File: src/fc_link_pkg.sv
// shared types, timing counts and reset values for the link recovery port
// assumes a single 20 MHz word clock for every user of the package
package fc_link_pkg;

   // ordered sets as classified by the word decoder
   typedef enum logic [3:0] {
      OS_IDLE  = 4'h0,
      OS_RRDY  = 4'h1,
      OS_NOS   = 4'h2,
      OS_OLS   = 4'h3,
      OS_LR    = 4'h4,
      OS_LRR   = 4'h5,
      OS_SOF   = 4'h6,
      OS_EOF   = 4'h7,
      OS_OTHER = 4'h8
   } os_code_t;

   typedef enum logic [3:0] {
      ST_ACTIVE   = 4'h0,
      ST_LR_TX    = 4'h1,
      ST_LR_RX    = 4'h2,
      ST_LRR_RX   = 4'h3,
      ST_NOS_TX   = 4'h4,
      ST_NOS_RX   = 4'h5,
      ST_OLS_TX   = 4'h6,
      ST_OLS_RX   = 4'h7,
      ST_WAIT_OLS = 4'h8
   } port_state_t;

   typedef enum logic [2:0] {
      TX_IDLE = 3'h0,
      TX_NOS  = 3'h1,
      TX_OLS  = 3'h2,
      TX_LR   = 3'h3,
      TX_LRR  = 3'h4
   } tx_sel_t;

   localparam int unsigned CLK_PERIOD_NS = 50;
   localparam int unsigned OLS_MIN_NS    = 5000000;
   localparam int unsigned R_T_TOV_NS    = 100000000;
   localparam int unsigned OLS_MIN_CYC   =
      (OLS_MIN_NS + CLK_PERIOD_NS - 1) / CLK_PERIOD_NS;
   localparam int unsigned RTT_CYC       =
      (R_T_TOV_NS + CLK_PERIOD_NS - 1) / CLK_PERIOD_NS;
   localparam int unsigned REC_COUNT     = 3;
   localparam int unsigned TIMER_W       = 32;

   localparam port_state_t STATE_RST  = ST_OLS_TX;
   localparam tx_sel_t     TX_SEL_RST = TX_OLS;

endpackage : fc_link_pkg

File: src/seq_rec_if.sv
// recognised ordered set report from the recogniser to the port machine
// assumes both ends share sys_clk
`timescale 1ns/1ps
interface seq_rec_if;
   import fc_link_pkg::*;
   logic     rec_valid;
   os_code_t rec_code;
   modport src (output rec_valid, output rec_code);
   modport dst (input rec_valid, input rec_code);
endinterface : seq_rec_if

File: src/link_recovery_fsm.sv
// port state machine for link recovery and primitive sequence transmit
// assumes loss_of_signal is asynchronous; all other inputs on sys_clk
//
// Behaviour
// - once offline sequence starts, send it at least 5 ms before acting
// - send offline on init, on recognised not-operational, or going offline
// - go offline only for diagnostics or power down
// - send link reset to start reset, on timeout, or unknown connection
// - send reset response while recognising link reset
// - unlisted conditions keep the current state
// - active entered when init or reset completes; frames pass there
// - active: LR, NOS, OLS move on; idles, ready, frames stay
// - reset response in active enters LRR receive and counts error
// - LR transmit sends LR; LR, LRR, NOS, OLS move; idle stays
// - recovery state held past timeout flags failure, enters NOS transmit
// - loss of signal in recovery states enters NOS transmit
// - link reset removes connection, reloads end-to-end credit
// - link reset aborts class 1 sequences; discard class 1 while sending
// - sending LR reloads buffer credit; fabric port flushes held frames
// - LR recognised enters LR receive unless wait-OLS, NOS transmit or offline
// - LR receive: LR stays, LRR, NOS, OLS move, idles go active
// - recognising LR flushes receive buffers, reloads buffer credit
// - LRR entered from active, LR states, OLS receive; sends idles
// - LRR receive: LR, NOS, OLS move, LRR stays, idles go active
// - NOS transmit and receive ignore reset response
// - wait-OLS moves to NOS transmit on reset response
// - sequence recognised after three identical sets without data
// - a sequence is sent without break while its condition lasts
// - NOS transmit sends not-operational continuously
`timescale 1ns/1ps
module link_recovery_fsm
   import fc_link_pkg::*;
#(
   parameter int unsigned OLS_MIN  = OLS_MIN_CYC,
   parameter int unsigned RTT      = RTT_CYC,
   parameter bit          IS_FPORT = 1'b0,
   parameter bit          CLASS1_N = 1'b1
) (
   input  wire logic  sys_clk,
   input  wire logic  rst,
   input  wire logic  os_valid,
   input  os_code_t   os_code,
   input  wire logic  data_ind,
   input  wire logic  loss_of_signal,
   input  wire logic  link_init_req,
   input  wire logic  diag_req,
   input  wire logic  power_down_req,
   input  wire logic  link_reset_req,
   input  wire logic  link_timeout_req,
   input  wire logic  conn_unknown_req,
   output tx_sel_t    tx_sel,
   output port_state_t port_state,
   output logic       link_fail,
   output logic       rtt_timeout,
   output logic       lesb_proto_err,
   output logic       conn_remove,
   output logic       ee_credit_reload,
   output logic       bb_credit_reload,
   output logic       class1_abort,
   output logic       class1_discard,
   output logic       rx_flush
);
   localparam logic [TIMER_W-1:0] OLS_LIM = TIMER_W'(OLS_MIN);
   localparam logic [TIMER_W-1:0] RTT_LIM = TIMER_W'(RTT);
   localparam logic [TIMER_W-1:0] TM_ONE  = TIMER_W'(1);

   generate
      if (OLS_MIN < 1 || RTT < 1) begin : g_bad
         $error("timer counts must be at least one cycle");
      end
   endgenerate

   function automatic logic in_recovery(input port_state_t s);
      return (s == ST_LR_TX) || (s == ST_LR_RX) || (s == ST_LRR_RX);
   endfunction : in_recovery

   function automatic tx_sel_t tx_for(input port_state_t s);
      case (s)
         ST_LR_TX:    return TX_LR;
         ST_LR_RX:    return TX_LRR;
         ST_NOS_TX:   return TX_NOS;
         ST_WAIT_OLS: return TX_NOS;
         ST_NOS_RX:   return TX_OLS;
         ST_OLS_TX:   return TX_OLS;
         ST_OLS_RX:   return TX_LR;
         default:     return TX_IDLE;
      endcase
   endfunction : tx_for

   seq_rec_if rec ();

   seq_recognizer #(
      .REC_N (REC_COUNT)
   ) u_rec (
      .sys_clk  (sys_clk),
      .rst      (rst),
      .os_valid (os_valid),
      .os_code  (os_code),
      .data_ind (data_ind),
      .rec      (rec.src)
   );

   // loss of signal synchroniser
   logic los_m_q;
   logic los_q;
   always_ff @(posedge sys_clk or posedge rst) begin
      if (rst) begin
         los_m_q <= 1'b0;
         los_q   <= 1'b0;
      end else begin
         los_m_q <= loss_of_signal;
         los_q   <= los_m_q;
      end
   end

   logic rec_lr, rec_lrr, rec_nos, rec_ols, rec_idle;
   assign rec_lr   = rec.rec_valid && rec.rec_code == OS_LR;
   assign rec_lrr  = rec.rec_valid && rec.rec_code == OS_LRR;
   assign rec_nos  = rec.rec_valid && rec.rec_code == OS_NOS;
   assign rec_ols  = rec.rec_valid && rec.rec_code == OS_OLS;
   assign rec_idle = rec.rec_valid && rec.rec_code == OS_IDLE;

   port_state_t        state_q, state_d;
   logic               init_rsn_q, init_rsn_d;
   logic               restart;
   logic [TIMER_W-1:0] tm_q;
   logic               off_req, lr_start, tmo, hold_done;

   assign off_req   = diag_req || power_down_req;
   assign lr_start  = link_reset_req || link_timeout_req ||
                      (CLASS1_N && conn_unknown_req);
   assign tmo       = in_recovery(state_q) && tm_q >= RTT_LIM;
   assign hold_done = tm_q >= OLS_LIM;

   always_comb begin
      state_d    = state_q;
      init_rsn_d = init_rsn_q;
      restart    = 1'b0;
      case (state_q)
         ST_ACTIVE: begin
            if (los_q)              state_d = ST_NOS_TX;
            else if (rec_lr)        state_d = ST_LR_RX;
            else if (rec_lrr)       state_d = ST_LRR_RX;
            else if (rec_nos)       state_d = ST_NOS_RX;
            else if (rec_ols)       state_d = ST_OLS_RX;
            else if (link_init_req || off_req) begin
               state_d    = ST_OLS_TX;
               init_rsn_d = link_init_req;
            end else if (lr_start)  state_d = ST_LR_TX;
         end
         ST_LR_TX: begin
            if (los_q || tmo)       state_d = ST_NOS_TX;
            else if (rec_lr)        state_d = ST_LR_RX;
            else if (rec_lrr)       state_d = ST_LRR_RX;
            else if (rec_nos)       state_d = ST_NOS_RX;
            else if (rec_ols)       state_d = ST_OLS_RX;
         end
         ST_LR_RX: begin
            if (los_q || tmo)       state_d = ST_NOS_TX;
            else if (rec_lrr)       state_d = ST_LRR_RX;
            else if (rec_nos)       state_d = ST_NOS_RX;
            else if (rec_ols)       state_d = ST_OLS_RX;
            else if (rec_idle)      state_d = ST_ACTIVE;
         end
         ST_LRR_RX: begin
            if (los_q || tmo)       state_d = ST_NOS_TX;
            else if (rec_lr)        state_d = ST_LR_RX;
            else if (rec_nos)       state_d = ST_NOS_RX;
            else if (rec_ols)       state_d = ST_OLS_RX;
            else if (rec_idle)      state_d = ST_ACTIVE;
         end
         ST_NOS_TX: begin
            if (!los_q) begin
               if (rec_nos)         state_d = ST_NOS_RX;
               else if (rec_ols)    state_d = ST_OLS_RX;
               else if (link_init_req || off_req) begin
                  state_d    = ST_OLS_TX;
                  init_rsn_d = link_init_req;
               end
            end
         end
         ST_NOS_RX: begin
            if (los_q)              state_d = ST_NOS_TX;
            else if (rec_lr)        state_d = ST_LR_RX;
            else if (rec_ols)       state_d = ST_OLS_RX;
            else if (link_init_req || off_req) begin
               state_d    = ST_OLS_TX;
               init_rsn_d = link_init_req;
            end
         end
         ST_OLS_TX: begin
            if (!hold_done) begin
               state_d = ST_OLS_TX;
            end else if (init_rsn_q) begin
               if (rec_lr)          state_d = ST_LR_RX;
               else if (rec_nos)    state_d = ST_NOS_RX;
               else if (rec_ols)    state_d = ST_OLS_RX;
               else if (tm_q >= OLS_LIM + RTT_LIM) state_d = ST_WAIT_OLS;
            end else if (link_init_req) begin
               init_rsn_d = 1'b1;
               restart    = 1'b1;
            end
         end
         ST_OLS_RX: begin
            if (los_q)              state_d = ST_WAIT_OLS;
            else if (rec_lr)        state_d = ST_LR_RX;
            else if (rec_lrr)       state_d = ST_LRR_RX;
            else if (rec_nos)       state_d = ST_NOS_RX;
            else if (off_req) begin
               state_d    = ST_OLS_TX;
               init_rsn_d = 1'b0;
            end
         end
         ST_WAIT_OLS: begin
            if (rec_lr || rec_lrr)  state_d = ST_NOS_TX;
            else if (rec_nos)       state_d = ST_NOS_RX;
            else if (rec_ols)       state_d = ST_OLS_RX;
         end
         default: begin
            state_d = STATE_RST;
         end
      endcase
   end

   always_ff @(posedge sys_clk or posedge rst) begin
      if (rst) begin
         state_q    <= STATE_RST;
         init_rsn_q <= 1'b1;
      end else begin
         state_q    <= state_d;
         init_rsn_q <= init_rsn_d;
      end
   end

   // state timer, cleared on every entry
   always_ff @(posedge sys_clk or posedge rst) begin
      if (rst) begin
         tm_q <= '0;
      end else if (state_d != state_q || restart) begin
         tm_q <= '0;
      end else if (tm_q != '1) begin
         tm_q <= tm_q + TM_ONE;
      end
   end

   // transmitted word follows the next state
   always_ff @(posedge sys_clk or posedge rst) begin
      if (rst) begin
         tx_sel <= TX_SEL_RST;
      end else begin
         tx_sel <= tx_for(state_d);
      end
   end
   assign port_state = state_q;

   logic changed, enter_lr_tx, enter_lr_rx;
   assign changed     = state_d != state_q;
   assign enter_lr_tx = changed && state_d == ST_LR_TX;
   assign enter_lr_rx = changed && state_d == ST_LR_RX;

   // link reset side effects, one pulse per entry; class1_discard held through LR transmit
   always_ff @(posedge sys_clk or posedge rst) begin
      if (rst) begin
         conn_remove      <= 1'b0;
         ee_credit_reload <= 1'b0;
         bb_credit_reload <= 1'b0;
         class1_abort     <= 1'b0;
         rx_flush         <= 1'b0;
         class1_discard   <= 1'b0;
      end else begin
         conn_remove      <= enter_lr_tx || enter_lr_rx;
         ee_credit_reload <= enter_lr_tx || enter_lr_rx;
         bb_credit_reload <= enter_lr_tx || enter_lr_rx;
         class1_abort     <= enter_lr_tx || enter_lr_rx;
         rx_flush         <= enter_lr_rx ||
                             (IS_FPORT && enter_lr_tx);
         class1_discard   <= state_d == ST_LR_TX;
      end
   end

   // error reporting pulses
   always_ff @(posedge sys_clk or posedge rst) begin
      if (rst) begin
         link_fail      <= 1'b0;
         rtt_timeout    <= 1'b0;
         lesb_proto_err <= 1'b0;
      end else begin
         link_fail      <= changed && (state_d == ST_NOS_TX ||
                                       state_d == ST_NOS_RX);
         rtt_timeout    <= tmo && !los_q;
         lesb_proto_err <= state_q == ST_ACTIVE &&
                           state_d == ST_LRR_RX;
      end
   end

   ols_hold_a: assert property (@(posedge sys_clk) disable iff (rst)
      (state_q == ST_OLS_TX && tm_q < OLS_LIM) |=> state_q == ST_OLS_TX)
      else $error("offline sequence left before minimum time");

   lrr_send_a: assert property (@(posedge sys_clk) disable iff (rst)
      (state_q == ST_LR_RX) |-> tx_sel == TX_LRR)
      else $error("LR receive not sending reset response");

   rtt_expire_a: assert property (@(posedge sys_clk) disable iff (rst)
      (in_recovery(state_q) && tm_q >= RTT_LIM)
      |=> (state_q == ST_NOS_TX && link_fail))
      else $error("recovery timeout did not enter NOS transmit");

   los_fail_a: assert property (@(posedge sys_clk) disable iff (rst)
      (in_recovery(state_q) && los_q) |=> state_q == ST_NOS_TX ##0
      tx_sel == TX_NOS)
      else $error("loss of signal ignored in recovery state");

   proto_err_a: assert property (@(posedge sys_clk) disable iff (rst)
      (state_q == ST_ACTIVE && rec_lrr && !los_q && !rec_lr)
      |=> (state_q == ST_LRR_RX && lesb_proto_err && tx_sel == TX_IDLE))
      else $error("reset response in active not counted");

   nos_ignore_a: assert property (@(posedge sys_clk) disable iff (rst)
      ((state_q == ST_NOS_TX || state_q == ST_NOS_RX) && rec_lrr &&
       !los_q && !link_init_req && !off_req) |=> $stable(state_q))
      else $error("NOS state reacted to reset response");

   wait_lrr_a: assert property (@(posedge sys_clk) disable iff (rst)
      (state_q == ST_WAIT_OLS && rec_lrr) |=> state_q == ST_NOS_TX)
      else $error("wait state missed reset response");

   lr_effect_a: assert property (@(posedge sys_clk) disable iff (rst)
      (state_q != ST_LR_TX ##1 state_q == ST_LR_TX)
      |-> (conn_remove && bb_credit_reload && class1_discard))
      else $error("LR transmit entry without credit reload");

   lr_enter_a: assert property (@(posedge sys_clk) disable iff (rst)
      ((state_q == ST_ACTIVE || state_q == ST_LRR_RX ||
        state_q == ST_OLS_RX) && rec_lr && !los_q && !tmo)
      |=> (state_q == ST_LR_RX && rx_flush) ##1
      (state_q != ST_LR_RX || !rx_flush))
      else $error("recognised LR did not enter LR receive");

   idle_exit_a: assert property (@(posedge sys_clk) disable iff (rst)
      (state_q == ST_LRR_RX && rec_idle && !los_q && !tmo)
      |=> state_q == ST_ACTIVE)
      else $error("idles in LRR receive did not reach active");

endmodule : link_recovery_fsm

File: src/seq_recognizer.sv
// ordered set recogniser: single sets for signals, runs for sequences
// assumes os_valid, os_code and data_ind come from logic on sys_clk
`timescale 1ns/1ps
module seq_recognizer
   import fc_link_pkg::*;
#(
   parameter int unsigned REC_N = REC_COUNT
) (
   input  wire logic sys_clk,
   input  wire logic rst,
   input  wire logic os_valid,
   input  os_code_t  os_code,
   input  wire logic data_ind,
   seq_rec_if.src    rec
);
   localparam int unsigned CW = $clog2(REC_N + 1);
   localparam logic [CW-1:0] CNT_MAX = CW'(REC_N);
   localparam logic [CW-1:0] CNT_ONE = CW'(1);

   generate
      if (REC_N < 2) begin : g_bad
         $error("REC_N must be at least 2");
      end
   endgenerate

   function automatic logic is_sequence(input os_code_t c);
      return (c == OS_NOS) || (c == OS_OLS) || (c == OS_LR) ||
             (c == OS_LRR);
   endfunction : is_sequence

   os_code_t      prev_q;
   logic [CW-1:0] cnt_q;
   logic [CW-1:0] cnt_d;

   always_comb begin
      cnt_d = cnt_q;
      if (data_ind) begin
         cnt_d = '0;
      end else if (os_valid) begin
         if (os_code == prev_q && cnt_q != '0) begin
            cnt_d = (cnt_q == CNT_MAX) ? CNT_MAX : cnt_q + CNT_ONE;
         end else begin
            cnt_d = CNT_ONE;
         end
      end
   end

   // run of identical sets, broken by any data word
   always_ff @(posedge sys_clk or posedge rst) begin
      if (rst) begin
         cnt_q  <= '0;
         prev_q <= OS_IDLE;
      end else begin
         cnt_q <= cnt_d;
         if (os_valid) begin
            prev_q <= os_code;
         end
      end
   end

   always_ff @(posedge sys_clk or posedge rst) begin
      if (rst) begin
         rec.rec_valid <= 1'b0;
         rec.rec_code  <= OS_IDLE;
      end else begin
         rec.rec_valid <= 1'b0;
         if (os_valid && !data_ind) begin
            if (is_sequence(os_code)) begin
               rec.rec_valid <= (cnt_d == CNT_MAX);
               rec.rec_code  <= os_code;
            end else if (os_code == OS_RRDY) begin
               rec.rec_valid <= 1'b1;
               rec.rec_code  <= OS_RRDY;
            end else if (os_code == OS_IDLE || os_code == OS_OTHER) begin
               // unknown sets count as idles
               rec.rec_valid <= 1'b1;
               rec.rec_code  <= OS_IDLE;
            end
         end
      end
   end

endmodule : seq_recognizer

File: config.mk
export PLATFORM = sky130hd
export DESIGN_NAME = link_recovery_fsm
export DESIGN_NICKNAME = d
export VERILOG_FILES = /design/src/fc_link_pkg.sv /design/src/seq_rec_if.sv /design/src/link_recovery_fsm.sv /design/src/seq_recognizer.sv
export SDC_FILE = /design/constraint.sdc
export NUM_CORES = 1
export LEC_CHECK = 0
export BUFFER_PORTS_ARGS = -buffer_cell sky130_fd_sc_hd__buf_4
export CAP_MARGIN = 20
export CORE_MARGIN = 5
export CORE_UTILIZATION = 60
export CTS_CLUSTER_SIZE = 8
export DETAILED_ROUTE_END_ITERATION = 16
export GPL_ROUTABILITY_DRIVEN = 0
export PLACE_DENSITY = 0.78
export SLEW_MARGIN = 30
export SYNTH_ARGS = -nofsm -noshare
export SYNTH_HDL_FRONTEND = slang
export SYNTH_SLANG_ARGS = --single-unit
File: constraint.sdc
create_clock -name sys_clk -period 3.9 [get_ports sys_clk]
set_input_delay 0.78 -clock sys_clk [delete_from_list [all_inputs] [get_ports sys_clk]]
set_output_delay 0.78 -clock sys_clk [all_outputs]
set_load 0.01 [all_outputs]
==> results_dict.tcl <==
set metrics [dict create \
    p_sw_frac 0.2958 \
    dpl.hpwl_mm 6.012 \
    final_cell_mix "66 x nor2_1, 55 x dfrtp_1, 34 x buf_4, 30 x nand2_1, 24 x nand3_1" \
    clkLatencyLatePin_ps 340 \
    hold_end "los_q" \
    reg2reg_from "u_rec.rec.rec_code[1]" \
    h-tree-depth 3 \
    clkSlewWorstSetupHoldPaths_ps 70 \
    dieArea_um2 7891 \
    synth_fp_nets 445 \
    synth_area_leader_cell "dfrtp_1" \
    dp.cells 512 \
    end_kind "register" \
    async_flop_share 1.000 \
    setup_ws_ps 410.8 \
    wl_mm 8.204 \
    crit_fanout 32 \
    r2r_setup_slack_ps 410 \
    drv_slew 0 \
    wl_per_cell_um 15.54 \
    yosysTopAreaCellShare 0.3691 \
    vias 3247 \
    cts_resized 0 \
    synth-seq-cells 59 \
    vdd_drop_max_mv 0.3159 \
    drt_iter0_drc 327 \
    finalCritPeriodShare 0.8947 \
    min_path_cells 0 \
    syn-instance-count 428 \
    io_pins 31 \
    nets 465 \
    finalNonFillerCells 528 \
    setup_tns_ps 0 \
    synthesis.area_um2 3729 \
    final_layout_size_suffix_gt1_frac 0.1611 \
    grt_pass1_wl_mm 14.07 \
    die_h_um 88.83 \
    synth_edf_count 0 \
    post_cts_buffers 0 \
    cts_tree "built" \
    tightest_slew_ps 705.7 \
    syn_to_final_growth_pct 10.70 \
    critPathArrivalTime_ps 3750 \
    synth_cell_type_count 71 \
    cts_sinks 59 \
    finalHoldViolCount 0 \
    cap_violations 0 \
    outcome "finished, final reports clean" \
    comb_power_share 0.136 \
    ff2ff_path_depth 10 \
    post-route-util 0.6890 \
    portBuffers 30 \
    antenna_found_initial 0 \
    post_dp_cell_area_um2 3948 \
    antennaDiodeCount 0 \
    cts.path.max_buffers 2 \
    power.internal_mw 1.017 \
    syn_avg_cell_area_um2 8.712 \
    p_clk_frac 0.347 \
    skew_ps 8.821 \
    drc 0 \
    nFillCells 496 \
    hold_path_startpoint "los_m_q" \
    track_usage 0.2275 \
    first_pass_iters 5 \
    cts-buffers-inserted 9 \
    gr-total-overflow 0 \
    rsz0062_at_grt "false" \
    fmax_mhz 286.6 \
    switchingPower_mw 0.4272 \
    p_leak_nw 1.742 \
    viasPerCell 6.150 \
    start_kind "register" \
    cts.hold.buffers_added 0 \
    synth-main-ff-cell "dfrtp_1" \
    place_ws_ps 312.9 \
    ys_seq_area_frac 0.3973 \
    rows 28 \
    ys_top_cells_by_area "dfrtp_1 37%, nor2_1 6.6%, xnor2_1 4.2%" \
    worstSetupPathType "register to register" \
    grt_max_degree 33 \
    r2r_end "tm_q[2]" \
    register_area_um2 1481 \
    worst_hold_path_type "register to register" \
    cp.required_ps 4160 \
    finalCriticalPeriod_ps 3489 \
    multiInputGateArea_um2 2053 \
    relSlewSlack 0.5174 \
    fp.dieW_um 88.83 \
    p_seq_frac 0.516 \
    grt_pass1_vias 3069 \
    p_per_area_nw_per_um2 349.9 \
    final_common_cell "nor2_1" \
    final_cell_area_um2 4128 \
    design.core.area_um2 5991 \
    finalSetupViolCount 0 \
    start_util 0.6224 \
    yosysWarnings 0 \
    antenna_left 0 \
    root_buffer "clkbuf_8" \
]
metal layers:
layer | share of wire | up-vias | global-route usage
li1 | - | 1576 | -
met1 | 0.45 | 1554 | 0.3063
met2 | 0.48 | 104 | 0.3623
met3 | 0.053 | 13 | 0.04004
met4 | 0.017 | 0 | 0.09341
met5 | 0 | - | 0
cells in the mapped netlist (2+ instances only):
library cell,count
nand4_1,7
and3b_1,2
mux2_2,4
a211oi_1,2
o311a_1,2
o21a_1,4
a21oi_1,14
nor4b_1,3
nand3_1,24
nor2_2,4
dfrtp_1,55
nor2b_1,3
and3_1,7
nor3b_1,3
nand2_1,30
or2_2,2
buf_2,2
a311oi_1,2
o21ai_0,12
and4_1,2
o22ai_1,4
o21bai_1,2
clkbuf_1,17
xnor2_1,18
inv_1,17
and2_1,5
dfstp_2,4
nand3b_1,2
a31oi_1,7
buf_4,3
and4b_1,2
buf_6,3
ha_1,2
nor2_1,66
nand2b_1,4
a41oi_1,2
o211ai_1,7
or3_1,5
xor2_1,18
nor3_1,16
nor4_1,10
how the worst max path moves through the flow:
stage	from	end
2_1_floorplan	power_down_req	tm_q[19]
4_1_cts	u_rec.rec.rec_code[1]	tm_q[2]
6_report	u_rec.rec.rec_code[1]	tm_q[2]
3_5_place_dp	power_down_req	tm_q[2]
5_1_grt	u_rec.rec.rec_code[1]	tm_q[2]
3_3_place_gp	power_down_req	tm_q[2]
worst max-delay path, stage by stage (launching register included):
cell and delay (ps):
dfrtp_1 530, inv_1 180, or4_4 580, a31o_1 250, a2111o_1 440, a211oi_2 260
o221ai_2 140, a2111oi_4 380, o311ai_4 150, buf_4 270, nor3_1 220
state kept, by name (all words and copies together), names as in the netlist:
signal               flops
tm_q                    32
port_state               4
u_rec.prev_q             4
u_rec.rec.rec_code       4
tx_sel                   3
u_rec.cnt_q              2
class1_abort             1
class1_discard           1
init_rsn_q               1
lesb_proto_err           1
link_fail                1
los_m_q                  1
los_q                    1
rtt_timeout              1
rx_flush                 1
u_rec.rec.rec_valid      1
cell type report:
| cell class | instances | area share |
|---|---|---|
| Timing Repair Buffer | 34 | 0.06184 |
| Clock buffer | 12 | 0.03759 |
| Clock inverter | 4 | 0.006062 |
| Tap cell | 75 | 0.02273 |
| Multi-Input combinational cell | 327 | 0.4974 |
| Inverter | 17 | 0.01546 |
| Sequential cell | 59 | 0.3589 |
stage by stage:
| stage | hold slack [ps] | power (mW) |
|---|---|---|
| detailed placement | 334.7 | 0.9498 |
| global placement | 333.3 | 0.9386 |
| CTS | 349.4 | 1.457 |
| global route | 356.3 | 1.518 |
| floorplan | 331.2 | 0.8914 |
| finish | 349.4 | 1.444 |
power by group through the flow:
stage	combinational, mW	clock (mW)	sequential (mW)
after CTS	0.198	0.515	0.743
after global routing	0.224	0.540	0.755
after detailed placement	0.195	0	0.754
after global placement	0.186	0	0.753
after floorplan	0.180	0	0.712
final	0.197	0.502	0.745
cells by family (layout without fill, tap and decap cells):
family,count (synthesis),after routing,share of synthesized area
adder cells (fa/ha/maj),2,2,0.006710
XOR/XNOR,36,36,0.08456
buffers and inverters,42,67,0.05201
multiplexers,4,4,0.01208
flip-flops,59,59,0.3973
AND/OR/NAND/NOR,207,207,0.2879
AO/OA/AOI/OAI,78,78,0.1594
(Power assumes the default switching activity.)
